$ cat config.mk
export PLATFORM = sky130hd
export DESIGN_NAME = byte_transfer_decode
export DESIGN_NICKNAME = d
export VERILOG_FILES = /design/src/hdl/xfer_pkg.sv /design/src/hdl/xfer_if.sv /design/src/hdl/mem_len_decode.sv /design/src/hdl/flag_unit.sv /design/src/hdl/byte_transfer_decode.sv
export VERILOG_INCLUDE_DIRS = /design/src /design/src/hdl
export SDC_FILE = /design/constraint.sdc
export NUM_CORES = 1
export LEC_CHECK = 0
export BUFFER_PORTS_ARGS = -buffer_cell sky130_fd_sc_hd__buf_2
export CORE_MARGIN = 8
export CORE_UTILIZATION = 50
export DETAILED_ROUTE_END_ITERATION = 10
export GPL_TIMING_DRIVEN = 0
export HOLD_SLACK_MARGIN = 0.12
export PLACE_DENSITY = 0.81
export SYNTH_ARGS = -nofsm -noshare
export SYNTH_HDL_FRONTEND = slang
export SYNTH_SLANG_ARGS = --single-unit
$ cat constraint.sdc
create_clock -name core_clk -period 9.6 [get_ports core_clk]
set_input_delay 0.96 -clock core_clk [delete_from_list [all_inputs] [get_ports core_clk]]
set_output_delay 0.96 -clock core_clk [all_outputs]
set_load 0.005 [all_outputs]
$ cat src/hdl/xfer_consts.svh
// offsets, field positions, reset values and limits of the byte transfer decoder
// Summary of operation
// RULE1: indirect operand length: register-indirect 1 or 2, based 3, indexed 5, based-indexed 2
// RULE2: one-byte indirect only for byte transfer via pointer six or seven, plain/inc/dec
// RULE3: edge pages or group one give shorter length; mid page or group two longer
// RULE4: each flag is kept, cleared, set, taken from result, or restored from saved copy
// RULE5: parity/overflow flag shows parity or signed overflow as the instruction selects
// RULE6: branch target is next instruction start plus signed 8- or 16-bit offset
// RULE7: a 16-bit pointer short name still selects the full 24-bit pointer register
// RULE8: mid page FE00H-FEFFH; edge pages FD20H-FDFFH and FF00H-FF1FH pick the length
// RULE9: byte transfer into flags low byte replaces all flags; other transfers keep them
`ifndef XFER_CONSTS_SVH
`define XFER_CONSTS_SVH
// ***********************************
// register offsets
// ***********************************
`define OFS_CTRL 8'h00
`define OFS_SADDR 8'h04
`define OFS_IADDR 8'h08
`define OFS_DISP 8'h0c
`define OFS_FACT 8'h10
`define OFS_FOP 8'h14
`define OFS_XFER 8'h18
`define OFS_SAVED 8'h1c
`define OFS_LEN 8'h20
`define OFS_TARGET 8'h24
`define OFS_PTR_EFF 8'h28
`define OFS_PSW 8'h2c
`define OFS_PTR0 8'h30
`define OFS_PTR3 8'h3c
// ***********************************
// control fields
// ***********************************
`define CTRL_FORM_LSB 0
`define CTRL_PSEL_LSB 3
`define CTRL_SHORT_NAME 5
`define CTRL_PMOD_LSB 6
`define CTRL_BYTE_OP 8
`define CTRL_GRP_TWO 9
`define CTRL_LONG_DISP 10
`define CTRL_DEST_LSB 11
`define CTRL_BASE_LSB 13
// ***********************************
// flag positions in the low status byte, the flag operation data and the action word
// ***********************************
`define FLG_CARRY 0
`define FLG_PV 2
`define FLG_AUX 4
`define FLG_Z 6
`define FLG_S 7
`define FOP_OVF 8
`define FOP_AUX 9
`define FOP_CARRY 10
`define FACT_PV_PARITY 15
// ***********************************
// lengths and short-direct pages
// ***********************************
`define LEN_RI_SHORT 3'h1
`define LEN_RI_LONG 3'h2
`define LEN_BASED 3'h3
`define LEN_INDEXED 3'h5
`define LEN_BASED_IDX 3'h2
`define SD_EDGE_LO_MIN 16'hfd20
`define SD_EDGE_LO_MAX 16'hfdff
`define SD_MID_MIN 16'hfe00
`define SD_MID_MAX 16'hfeff
`define SD_EDGE_HI_MIN 16'hff00
`define SD_EDGE_HI_MAX 16'hff1f
// ***********************************
// reset values and bus answers
// ***********************************
`define RST_CTRL 32'h0000_0000
`define RST_PSW 8'h00
`define RESP_OKAY 2'h0
`define RESP_SLVERR 2'h2
`endif

$ cat src/hdl/xfer_pkg.sv
// types shared by the byte transfer decoder modules
package xfer_pkg;
  typedef enum logic [2:0] {FORM_REG_IND, FORM_BASED, FORM_INDEXED, FORM_BASED_IDX,
                            FORM_SADDR, FORM_REG, FORM_FIXED} form_t;
  typedef enum logic [1:0] {PTR_SIX, PTR_SEVEN, PTR_BASE, PTR_USER} ptr_t;
  typedef enum logic [1:0] {PMOD_PLAIN, PMOD_INC, PMOD_DEC, PMOD_OFS} pmod_t;
  typedef enum logic [1:0] {DEST_OTHER, DEST_FLAGS_LOW, DEST_FLAGS_HIGH, DEST_RSVD} dest_t;
  typedef enum logic [2:0] {FA_KEEP, FA_CLR, FA_SET, FA_RESULT, FA_RESTORE} fact_t;
  typedef struct packed {
    logic aw_have;
    logic [7:0] aw_addr;
    logic w_have;
    logic [31:0] w_data;
    logic [3:0] w_strb;
    logic awready;
    logic wready;
    logic bvalid;
    logic [1:0] bresp;
    logic arready;
    logic rvalid;
    logic [31:0] rdata;
    logic [1:0] rresp;
    logic [31:0] ctrl;
    logic [15:0] saddr;
    logic [23:0] iaddr;
    logic [15:0] disp;
    logic [15:0] fact;
    logic [7:0] saved;
    logic [7:0] psw_lo;
    logic [7:0] psw_hi;
    logic [3:0][23:0] ptr;
  } state_t;
endpackage : xfer_pkg

$ cat src/hdl/xfer_if.sv
// carrier between the decoder core and its length and flag helpers
`timescale 1ns/1ps
`default_nettype none
interface xfer_if;
  import xfer_pkg::*;
  form_t form;
  ptr_t psel;
  pmod_t pmod;
  logic byte_op;
  logic grp_two;
  logic [15:0] saddr;
  logic [2:0] base_len;
  logic [2:0] len;
  logic illegal;
  logic [7:0] flags_in;
  logic [7:0] saved;
  logic [15:0] fact;
  logic [7:0] result;
  logic ovf;
  logic aux_in;
  logic carry_in;
  logic [7:0] flags_out;
  modport core (output form, psel, pmod, byte_op, grp_two, saddr, base_len,
                output flags_in, saved, fact, result, ovf, aux_in, carry_in,
                input len, illegal, flags_out);
  modport len_mp (input form, psel, pmod, byte_op, grp_two, saddr, base_len,
                  output len, illegal);
  modport flag_mp (input flags_in, saved, fact, result, ovf, aux_in, carry_in,
                   output flags_out);
endinterface : xfer_if
`default_nettype wire

$ cat src/hdl/mem_len_decode.sv
// instruction length from addressing form, pointer and operand page
`timescale 1ns/1ps
`default_nettype none
`include "xfer_consts.svh"
module mem_len_decode
  import xfer_pkg::*;
(
  xfer_if.len_mp lif
);
  logic edge_pg;
  logic mid_pg;
  logic one_byte_ok;
  always_comb begin
    edge_pg = (lif.saddr >= `SD_EDGE_LO_MIN && lif.saddr <= `SD_EDGE_LO_MAX) ||
              (lif.saddr >= `SD_EDGE_HI_MIN && lif.saddr <= `SD_EDGE_HI_MAX); // RULE8
    mid_pg = lif.saddr >= `SD_MID_MIN && lif.saddr <= `SD_MID_MAX; // RULE8
    one_byte_ok = lif.byte_op && (lif.psel == PTR_SIX || lif.psel == PTR_SEVEN) &&
                  lif.pmod != PMOD_OFS; // RULE2
    lif.illegal = 1'b0;
    unique case (lif.form)
      FORM_REG_IND: lif.len = one_byte_ok ? `LEN_RI_SHORT : `LEN_RI_LONG; // RULE1
      FORM_BASED: lif.len = `LEN_BASED; // RULE1
      FORM_INDEXED: lif.len = `LEN_INDEXED; // RULE1
      FORM_BASED_IDX: lif.len = `LEN_BASED_IDX; // RULE1
      FORM_SADDR: begin
        // outside both page sets the operand cannot be short-direct at all
        lif.illegal = !(edge_pg || mid_pg);
        lif.len = lif.base_len + {2'h0, mid_pg}; // RULE3
      end
      FORM_REG: lif.len = lif.base_len + {2'h0, lif.grp_two}; // RULE3
      FORM_FIXED: lif.len = lif.base_len;
      default: begin
        lif.len = 3'h0;
        lif.illegal = 1'b1;
      end
    endcase
  end
endmodule : mem_len_decode
`default_nettype wire

$ cat src/hdl/flag_unit.sv
// per-flag update of the low status byte
`timescale 1ns/1ps
`default_nettype none
`include "xfer_consts.svh"
module flag_unit
  import xfer_pkg::*;
(
  xfer_if.flag_mp fif
);
  function automatic logic upd(input logic [2:0] act, input logic cur,
                               input logic res, input logic sav);
    unique case (act)
      FA_KEEP: upd = cur; // RULE4
      FA_CLR: upd = 1'b0; // RULE4
      FA_SET: upd = 1'b1; // RULE4
      FA_RESULT: upd = res; // RULE4
      FA_RESTORE: upd = sav; // RULE4
      default: upd = cur;
    endcase
  endfunction : upd
  logic pv_res;
  always_comb begin
    // parity flag set on even parity of the result
    pv_res = fif.fact[`FACT_PV_PARITY] ? ~^fif.result : fif.ovf; // RULE5
    fif.flags_out = fif.flags_in;
    fif.flags_out[`FLG_CARRY] = upd(fif.fact[2:0], fif.flags_in[`FLG_CARRY], fif.carry_in,
                                    fif.saved[`FLG_CARRY]);
    fif.flags_out[`FLG_PV] = upd(fif.fact[5:3], fif.flags_in[`FLG_PV], pv_res,
                                 fif.saved[`FLG_PV]);
    fif.flags_out[`FLG_AUX] = upd(fif.fact[8:6], fif.flags_in[`FLG_AUX], fif.aux_in,
                                  fif.saved[`FLG_AUX]);
    fif.flags_out[`FLG_Z] = upd(fif.fact[11:9], fif.flags_in[`FLG_Z], fif.result == 8'h00,
                                fif.saved[`FLG_Z]);
    fif.flags_out[`FLG_S] = upd(fif.fact[14:12], fif.flags_in[`FLG_S], fif.result[7],
                                fif.saved[`FLG_S]);
  end
endmodule : flag_unit
`default_nettype wire

$ cat src/hdl/byte_transfer_decode.sv
// byte transfer decode core with its AXI4-Lite register slave
`timescale 1ns/1ps
`default_nettype none
`include "xfer_consts.svh"
module byte_transfer_decode
  import xfer_pkg::*;
(
  input wire logic core_clk,
  input wire logic rst,
  input wire logic [7:0] s_axi_awaddr,
  input wire logic [2:0] s_axi_awprot,
  input wire logic s_axi_awvalid,
  output logic s_axi_awready,
  input wire logic [31:0] s_axi_wdata,
  input wire logic [3:0] s_axi_wstrb,
  input wire logic s_axi_wvalid,
  output logic s_axi_wready,
  output logic [1:0] s_axi_bresp,
  output logic s_axi_bvalid,
  input wire logic s_axi_bready,
  input wire logic [7:0] s_axi_araddr,
  input wire logic [2:0] s_axi_arprot,
  input wire logic s_axi_arvalid,
  output logic s_axi_arready,
  output logic [31:0] s_axi_rdata,
  output logic [1:0] s_axi_rresp,
  output logic s_axi_rvalid,
  input wire logic s_axi_rready
);
  // ***********************************
  // state and helpers
  // ***********************************
  state_t st_r;
  state_t st_nxt;
  xfer_if xif ();

  mem_len_decode u_len (
    .lif(xif)
  );
  flag_unit u_flag (
    .fif(xif)
  );

  function automatic logic [31:0] merge(input logic [31:0] old, input logic [31:0] nw,
                                        input logic [3:0] strb);
    for (int i = 0; i < 4; i++) begin
      merge[8*i +: 8] = strb[i] ? nw[8*i +: 8] : old[8*i +: 8];
    end
  endfunction : merge

  function automatic logic mapped(input logic [7:0] a);
    mapped = (a[1:0] == 2'h0) && (a <= `OFS_PTR3);
  endfunction : mapped

  // ***********************************
  // decode of the current instruction
  // ***********************************
  logic [23:0] next_pc;
  logic [23:0] disp_ext;
  logic [23:0] target;
  logic [23:0] ptr_eff;
  ptr_t psel;

  always_comb begin
    psel = ptr_t'(st_r.ctrl[`CTRL_PSEL_LSB +: 2]);
    xif.form = form_t'(st_r.ctrl[`CTRL_FORM_LSB +: 3]);
    xif.psel = psel;
    xif.pmod = pmod_t'(st_r.ctrl[`CTRL_PMOD_LSB +: 2]);
    xif.byte_op = st_r.ctrl[`CTRL_BYTE_OP];
    xif.grp_two = st_r.ctrl[`CTRL_GRP_TWO];
    xif.saddr = st_r.saddr;
    xif.base_len = st_r.ctrl[`CTRL_BASE_LSB +: 3];
    // the short-name bit changes nothing: all 24 bits are always taken
    ptr_eff = st_r.ptr[psel]; // RULE7
    next_pc = st_r.iaddr + {21'h0, xif.len};
    disp_ext = st_r.ctrl[`CTRL_LONG_DISP] ? {{8{st_r.disp[15]}}, st_r.disp} :
               {{16{st_r.disp[7]}}, st_r.disp[7:0]}; // RULE6
    target = next_pc + disp_ext; // RULE6
  end

  // flag helper result, overflow, aux and carry inputs come from the flag operation write data
  always_comb begin
    xif.flags_in = st_r.psw_lo;
    xif.saved = st_r.saved;
    xif.fact = st_r.fact;
    xif.result = st_r.w_data[7:0];
    xif.ovf = st_r.w_data[`FOP_OVF];
    xif.aux_in = st_r.w_data[`FOP_AUX];
    xif.carry_in = st_r.w_data[`FOP_CARRY];
  end

  // ***********************************
  // read mux
  // ***********************************
  logic [31:0] rd_val;
  always_comb begin
    rd_val = 32'h0000_0000;
    unique case (s_axi_araddr)
      `OFS_CTRL: rd_val = st_r.ctrl;
      `OFS_SADDR: rd_val = {16'h0000, st_r.saddr};
      `OFS_IADDR: rd_val = {8'h00, st_r.iaddr};
      `OFS_DISP: rd_val = {16'h0000, st_r.disp};
      `OFS_FACT: rd_val = {16'h0000, st_r.fact};
      `OFS_SAVED: rd_val = {24'h000000, st_r.saved};
      `OFS_LEN: rd_val = {28'h0000000, xif.illegal, xif.len};
      `OFS_TARGET: rd_val = {8'h00, target};
      `OFS_PTR_EFF: rd_val = {8'h00, ptr_eff};
      `OFS_PSW: rd_val = {16'h0000, st_r.psw_hi, st_r.psw_lo};
      8'h30, 8'h34, 8'h38, 8'h3c: rd_val = {8'h00, st_r.ptr[s_axi_araddr[3:2]]};
      default: rd_val = 32'h0000_0000;
    endcase
  end

  // ***********************************
  // next state
  // ***********************************
  logic [31:0] wv;
  logic commit;
  dest_t dest;
  always_comb begin
    st_nxt = st_r;
    wv = 32'h0000_0000;
    dest = dest_t'(st_r.ctrl[`CTRL_DEST_LSB +: 2]);
    commit = st_r.aw_have && st_r.w_have && !st_r.bvalid;
    // address and data are taken in either order and held until both are here
    if (s_axi_awvalid && st_r.awready) begin
      st_nxt.aw_have = 1'b1;
      st_nxt.aw_addr = s_axi_awaddr;
    end
    if (s_axi_wvalid && st_r.wready) begin
      st_nxt.w_have = 1'b1;
      st_nxt.w_data = s_axi_wdata;
      st_nxt.w_strb = s_axi_wstrb;
    end
    if (commit) begin
      st_nxt.aw_have = 1'b0;
      st_nxt.w_have = 1'b0;
      st_nxt.bvalid = 1'b1;
      st_nxt.bresp = mapped(st_r.aw_addr) ? `RESP_OKAY : `RESP_SLVERR;
      unique case (st_r.aw_addr)
        `OFS_CTRL: st_nxt.ctrl = merge(st_r.ctrl, st_r.w_data, st_r.w_strb);
        `OFS_SADDR: begin
          wv = merge({16'h0000, st_r.saddr}, st_r.w_data, st_r.w_strb);
          st_nxt.saddr = wv[15:0];
        end
        `OFS_IADDR: begin
          wv = merge({8'h00, st_r.iaddr}, st_r.w_data, st_r.w_strb);
          st_nxt.iaddr = wv[23:0];
        end
        `OFS_DISP: begin
          wv = merge({16'h0000, st_r.disp}, st_r.w_data, st_r.w_strb);
          st_nxt.disp = wv[15:0];
        end
        `OFS_FACT: begin
          wv = merge({16'h0000, st_r.fact}, st_r.w_data, st_r.w_strb);
          st_nxt.fact = wv[15:0];
        end
        `OFS_FOP: begin
          // the old flags are saved so a later restore can bring them back
          st_nxt.saved = st_r.psw_lo;
          st_nxt.psw_lo = xif.flags_out; // RULE4
        end
        `OFS_XFER: begin
          if (dest == DEST_FLAGS_LOW) begin
            st_nxt.psw_lo = st_r.w_data[7:0]; // RULE9
          end else if (dest == DEST_FLAGS_HIGH) begin
            st_nxt.psw_hi = st_r.w_data[7:0]; // RULE9
          end
        end
        `OFS_SAVED: begin
          wv = merge({24'h000000, st_r.saved}, st_r.w_data, st_r.w_strb);
          st_nxt.saved = wv[7:0];
        end
        8'h30, 8'h34, 8'h38, 8'h3c: begin
          wv = merge({8'h00, st_r.ptr[st_r.aw_addr[3:2]]}, st_r.w_data, st_r.w_strb);
          st_nxt.ptr[st_r.aw_addr[3:2]] = wv[23:0];
        end
        default: st_nxt.bresp = mapped(st_r.aw_addr) ? `RESP_OKAY : `RESP_SLVERR;
      endcase
    end
    if (st_r.bvalid && s_axi_bready) begin
      st_nxt.bvalid = 1'b0;
    end
    if (st_r.rvalid && s_axi_rready) begin
      st_nxt.rvalid = 1'b0;
    end
    if (s_axi_arvalid && st_r.arready) begin
      st_nxt.rvalid = 1'b1;
      st_nxt.rdata = rd_val;
      st_nxt.rresp = mapped(s_axi_araddr) ? `RESP_OKAY : `RESP_SLVERR;
    end
    // one write and one read in flight; ready drops while an answer waits
    st_nxt.awready = !st_nxt.aw_have && !st_nxt.bvalid;
    st_nxt.wready = !st_nxt.w_have && !st_nxt.bvalid;
    st_nxt.arready = !st_nxt.rvalid;
  end

  always_ff @(posedge core_clk or posedge rst) begin
    if (rst) begin
      st_r <= '0;
      st_r.ctrl <= `RST_CTRL;
      st_r.psw_lo <= `RST_PSW;
      st_r.psw_hi <= `RST_PSW;
    end else begin
      st_r <= st_nxt;
    end
  end

  // ***********************************
  // outputs
  // ***********************************
  assign s_axi_awready = st_r.awready;
  assign s_axi_wready = st_r.wready;
  assign s_axi_bvalid = st_r.bvalid;
  assign s_axi_bresp = st_r.bresp;
  assign s_axi_arready = st_r.arready;
  assign s_axi_rvalid = st_r.rvalid;
  assign s_axi_rdata = st_r.rdata;
  assign s_axi_rresp = st_r.rresp;
endmodule : byte_transfer_decode
`default_nettype wire

After elaboration in Yosys (flattened, before gate mapping)
Cells that the tools add are included.
- word-level logic and storage cells: 215
- bits in registers: 311
- output and inout bits: 41
- input bits: 65
- add/sub/neg operators: 4
- eq/ne operators: 61
- reductions and logical operators: 61
- mux-type cells: 37
- order comparisons: 12
- bitwise logic cells: 2
- operators with widths (kind ; count):
    32-bit case mux with 11 select lines ; 1
    24-bit binary-select mux with 2-bit select ; 3
    24-bit 2-to-1 mux ; 5
    96-bit bitwise mux ; 1
    8-bit by 6-bit equality test with 1-bit output, second input constant ; 12
    24-bit demux with 2-bit select ; 1
    8-bit by 5-bit equality test with 1-bit output, second input constant ; 6
    16-bit >= comparator, second input constant ; 3
    16-bit less-or-equal comparator, second input constant ; 3
    3-bit AND reduction ; 14
    8-bit 2-to-1 mux ; 5
    37-bit 2-to-1 mux ; 1
    3-bit by 2-bit equality test with 1-bit output, second input constant ; 12
    35-bit 2-to-1 mux ; 1
    8-bit by 4-bit equality test with 1-bit output, second input constant ; 4
    8-bit case mux with 2 select lines ; 2
    4-bit AND reduction ; 7
    5-bit by 1-bit != test with 1-bit output, second input constant ; 5
    24-bit adder ; 1
    24-bit by 3-bit adder with 24-bit output ; 1
    3-bit equality test, second input constant ; 8
    8-bit logical NOT ; 3
    3-bit case mux with 7 select lines ; 1
    1-bit case mux with 4 select lines ; 5
    25 further kinds ; 72

Depth between registers and ports, before layout
- depth after elaboration: 11
- mapped depth: 21
- mapped depth without buffers: 20

Cells and area by module
A second synthesis with hierarchy kept.
- cell total of the unflattened synthesis: 1553
- area total of the unflattened synthesis: 17374.2 um^2
- modules (own cells, without submodules) (module ; sequential area each (um^2) ; cells each ; area an instance (um^2) ; times used):
    byte_transfer_decode ; 7732.4 ; 1459 ; 16817.4 ; 1
    flag_unit ; 0.0 ; 65 ; 361.6 ; 1
    mem_len_decode ; 0.0 ; 29 ; 195.2 ; 1

Worst setup path before layout
Ideal clock, no wire load.
- path type: reg-to-reg
- start point: register st_r[193] (netlist bit)
- end point: register st_r, in the netlist s_axi_rdata[21]
- path slack: 5372 ps
- required time: 9472 ps
- arrival: 4100 ps
- buffers on the path: 1
- cell stages (with the launch flop): 22
- period minus slack after synthesis: 4228 ps
- cell sequence: dfrtp_1 clkbuf_1 inv_1 nand3_1 nand4b_1 o21ai_0 ha_1 ha_1 nor2b_1 a31oi_1 o21ai_0 fa_1 ha_1 inv_1 fa_1 nor2b_1 o21bai_1 a311o_1 or3_1 a21oi_1 mux2i_1 nand2_1
- cells in the longest elaborated chain, start to end: 5
- elaborated cells on any way between the ends: 11
- classes of those cells: add/sub (2); eq/ne (6); mux (2); reduce/logical (1)
- ends and longest elaborated chain (what ; RTL line ; source):
    start, declared ; byte_transfer_decode.sv:33 ; state_t st_r;
    start signal, assigned ; byte_transfer_decode.sv:205 ; st_r <= st_nxt;
    3-bit equality test, or another cell as far along ; mem_len_decode.sv:20 ; unique case (lif.form)
    3-bit case mux with 7 select lines (*) ; mem_len_decode.sv:20 ;
    24-bit by 3-bit adder with 24-bit output (*) ; byte_transfer_decode.sv:75 ; next_pc = st_r.iaddr + {21'h0, xif.len};
    24-bit adder (*) ; byte_transfer_decode.sv:78 ; target = next_pc + disp_ext;
    32-bit case mux with 11 select lines (*) ; byte_transfer_decode.sv:98 ; unique case (s_axi_araddr)
Mark *: on every way between the ends. The rest lies on a longest branch, timed or not.
A chain may end at the register's enable or synchronous reset.

Worst setup path in the final report
- start point: register st_r[193] (netlist bit)
- end point: register st_r, in the netlist s_axi_rdata[23]
The elaborated chain is that of the path after synthesis.

==> results.cfg <==
[detailed_routing]
routedWlPerCell_um = 26.19
drc = 0
via_per_inst = 6.408
first_pass_iters = 7
drt_iter0_markers = 1521
vias = 13432
ant_nets = 0
routed_wl_mm = 54.90

[timing]
worst_pin_slew_ns = 1.169
rsz0062_at_grt = false
fin_crit_sh = 0.5204
fmax_mhz = 200.1
worst_clock_skew_ns = 0.01087
final.min_clock_period_ns = 4.996
slew_headroom = 0.2146
setup_viol = 0
finalMaxSlewViolations = 0
hold_viol_final = 0

[synthesis]
synth-async-reset-ratio = 1.000
ys_seq_elements = 309
yosysWarnings = 0
synthCells = 1485
synth_edf_count = 0
netlist_area_um2 = 17500
ys_types = 69
synth_top_flop_cell = dfrtp_1
syn_area_per_cell_um2 = 11.78
ys_seq_area_frac = 0.4420

[setup_path]
cp-start-kind = flip-flop
cp-end-kind = flip-flop
crit_slowest_cell = fa_1
path_class = reg2reg
cp_data_arrival_time_ns = 5.50
critPathMaxStageDelay_ns = 0.52
cp_num_buf_inv = 3
cp.required_ns = 10.10
critPathTopFamily = compound AO/OA/AOI/OAI gates
crit_fanout = 8
critical_path.cell_chain = clkbuf_1 -> inv_1 -> nand3_1 -> nand4b_1 -> o21ai_0 -> ha_1 -> ha_1 -> nor2b_1 -> a31oi_1 -> o21ai_0 -> fa_1 -> ha_1 -> inv_1 -> fa_1 -> nor2b_1 -> o21bai_1 -> a311o_1 -> a21oi_1 -> a41oi_1 -> xnor2_1 -> o21ai_0

[clock_tree]
cts_buffers = 31
cts_hold_buf = 0
h-tree-depth = 1
path_clk_slew_ns = 0.07
cts.sinks = 309
cts_root_buffer = clkbuf_16
cts_setup_buffers = 0
clkLatencyLatePin_ns = 0.59
cts_resized = 0
cts_tree = yes
clockBufferDepth = 3

[die]
dieWidth_um = 203.1
die_h_um = 203.1
ios = 106
core_um2 = 34540
rows = 68
initial_core_util = 0.5065
die-area_um2 = 41230

[place]
io_buffers = 95
placed_cells = 2038
postPlaceCellArea_um2 = 18610
finalWeightedCongestion = 0.9938
hpwlAfterDp_mm = 40.64

[power_and_ir_drop]
intPower_w = 0.002644
power_frac_comb = 0.251
p_sw_w = 0.001360
power_frac_clock = 0.307
p_per_area_nw_per_um2 = 204.0
swShare = 0.3397
leakage_nw = 8.981
pwr-share-seq = 0.442
vdd_drop_max_v = 0.0001727

[layout]
final_util = 0.5681
fin_area_um2 = 19630
nets = 1734
multiInputGateArea_um2 = 9081
num_antenna_cells = 0
fillers = 2926
drive_gt1_frac = 0.3260
regArea_um2 = 7732
area_growth_pct = 12.17
layoutNonFillerInstCount = 2096

[worst_hold_path]
hold_class = reg2reg

[run_status]
status = complete, no violations

[job]
cap_violations = 0

[global_routing]
grt_overflow = 0
grt_pass1_vias = 13763
track_usage = 0.2633
grt_max_degree = 117
grt_pass1_wl_mm = 83.77
antenna_found_initial = 0
power by group through the flow:
stage	Combinational [W]	Clock [W]	Sequential (W)
3_3_place_gp	0.000941	0	0.00176
6_report	0.00100	0.00123	0.00177
4_1_cts	0.000994	0.00124	0.00176
5_1_grt	0.00108	0.00129	0.00179
3_5_place_dp	0.000985	0	0.00178
2_1_floorplan	0.000724	0	0.00164
layout make-up:
type	instances	area share
multi-input combinational	1034	0.4627
sequential	309	0.3940
clock inverter	10	0.005483
timing repair buffer	98	0.02729
clock buffer	47	0.04616
inverter	28	0.005738
buffer	115	0.02958
tap	455	0.02901
worst min-delay path, delay by kind of cell (launching register included):
family,cells,cell delay (ns)
simple gates,2,0.10
flops,1,0.34
path summary, 6_finish.rpt:
path / from / to / slack [ns] / depth (start not counted)
max in group asynchronous: rst / st_r[94] / 8.04 / 3
worst min-delay path: s_axi_rdata[4] / s_axi_rdata[4] / 0.48 / 2
worst min register to register: s_axi_rdata[4] / s_axi_rdata[4] / 0.48 / 2
worst max register to register: st_r[193] / s_axi_rdata[23] / 4.60 / 21
min in group asynchronous: rst / st_r[28] / 0.52 / 2
worst max-delay path: st_r[193] / s_axi_rdata[23] / 4.60 / 21
routing by layer:
layer / up-vias / track usage / wire [um]
li1: 5799 / - / -
met1: 6698 / 0.3581 / 22670
met2: 763 / 0.4032 / 24500
met3: 172 / 0.05308 / 5057
met4: 0 / 0.1199 / 2679
met5: - / 0 / 0
cells in the mapped netlist, drive strengths merged (8+ instances only):
master | number | area, um^2
a31oi | 8 | 50.05
xnor2 | 20 | 175.2
nand4 | 10 | 62.56
a22oi | 32 | 240.2
o21ai | 105 | 525.5
xor2 | 8 | 70.07
ha | 48 | 600.6
a32oi | 8 | 70.07
mux2 | 252 | 2838
nor2b | 12 | 75.07
nand2b | 11 | 68.82
nor3 | 15 | 80.08
clkbuf | 58 | 217.7
and3 | 9 | 56.30
nand2 | 138 | 518.0
dfrtp | 309 | 7732
mux2i | 31 | 310.3
a221oi | 15 | 131.4
nand3 | 22 | 110.1
buf | 57 | 362.9
mux4 | 76 | 1712
a21oi | 48 | 240.2
inv | 28 | 105.1
nor2 | 58 | 220.2
state kept, by name, summed over array words and instances (netlist names):
| name | count |
|---|---|
| xif.fact | 16 |
| psel | 2 |
| dest | 2 |
| s_axi_awready | 1 |
| s_axi_bvalid | 1 |
| xif.saddr | 16 |
| s_axi_bresp | 1 |
| s_axi_rresp | 1 |
| st_r | 218 |
| s_axi_rdata | 32 |
| s_axi_arready | 1 |
| xif.saved | 8 |
| s_axi_wready | 1 |
| s_axi_rvalid | 1 |
| xif.flags_in | 8 |
metrics by stage:
step / worst slack, ns / TNS, ns / power [W] / hold WS (ns)
CTS: 4.678 / 0 / 0.003988 / 0.4830
finish: 4.604 / 0 / 0.004004 / 0.4766
floorplan: 0.09561 / 0 / 0.002367 / 0.4452
detailed placement: 4.668 / 0 / 0.002760 / 0.4668
global placement: -3.063 / -933.52 / 0.002699 / 0.4658
global route: 4.327 / 0 / 0.004147 / 0.5069
kinds of logic after synthesis:
family | after synthesis | share of synthesized area
fa+ha+maj | 52 | 0.03890
simple gates | 307 | 0.08367
mux | 359 | 0.2778
other cells | 1 | 0.0002143
flops | 309 | 0.4420
buf+inv | 143 | 0.03919
compound gates | 286 | 0.1043
xor+xnor | 28 | 0.01402
cells in the final DEF, fill, tap and decap left out, types with 14 or more instances in the layout:
cell and n:
nor3_1 14, nor2_1 57, inv_1 27, a21oi_1 48, a22oi_1 32, clkbuf_16 31, clkbuf_1 67, mux4_2 76
a221oi_1 15, dfrtp_1 309, xnor2_1 20, mux2i_1 31, ha_1 48, buf_4 36, nand2_1 138, mux2_2 252
nand3_1 22, o21ai_0 105, buf_2 107
Note: power is estimated with default switching activity, not from simulation.
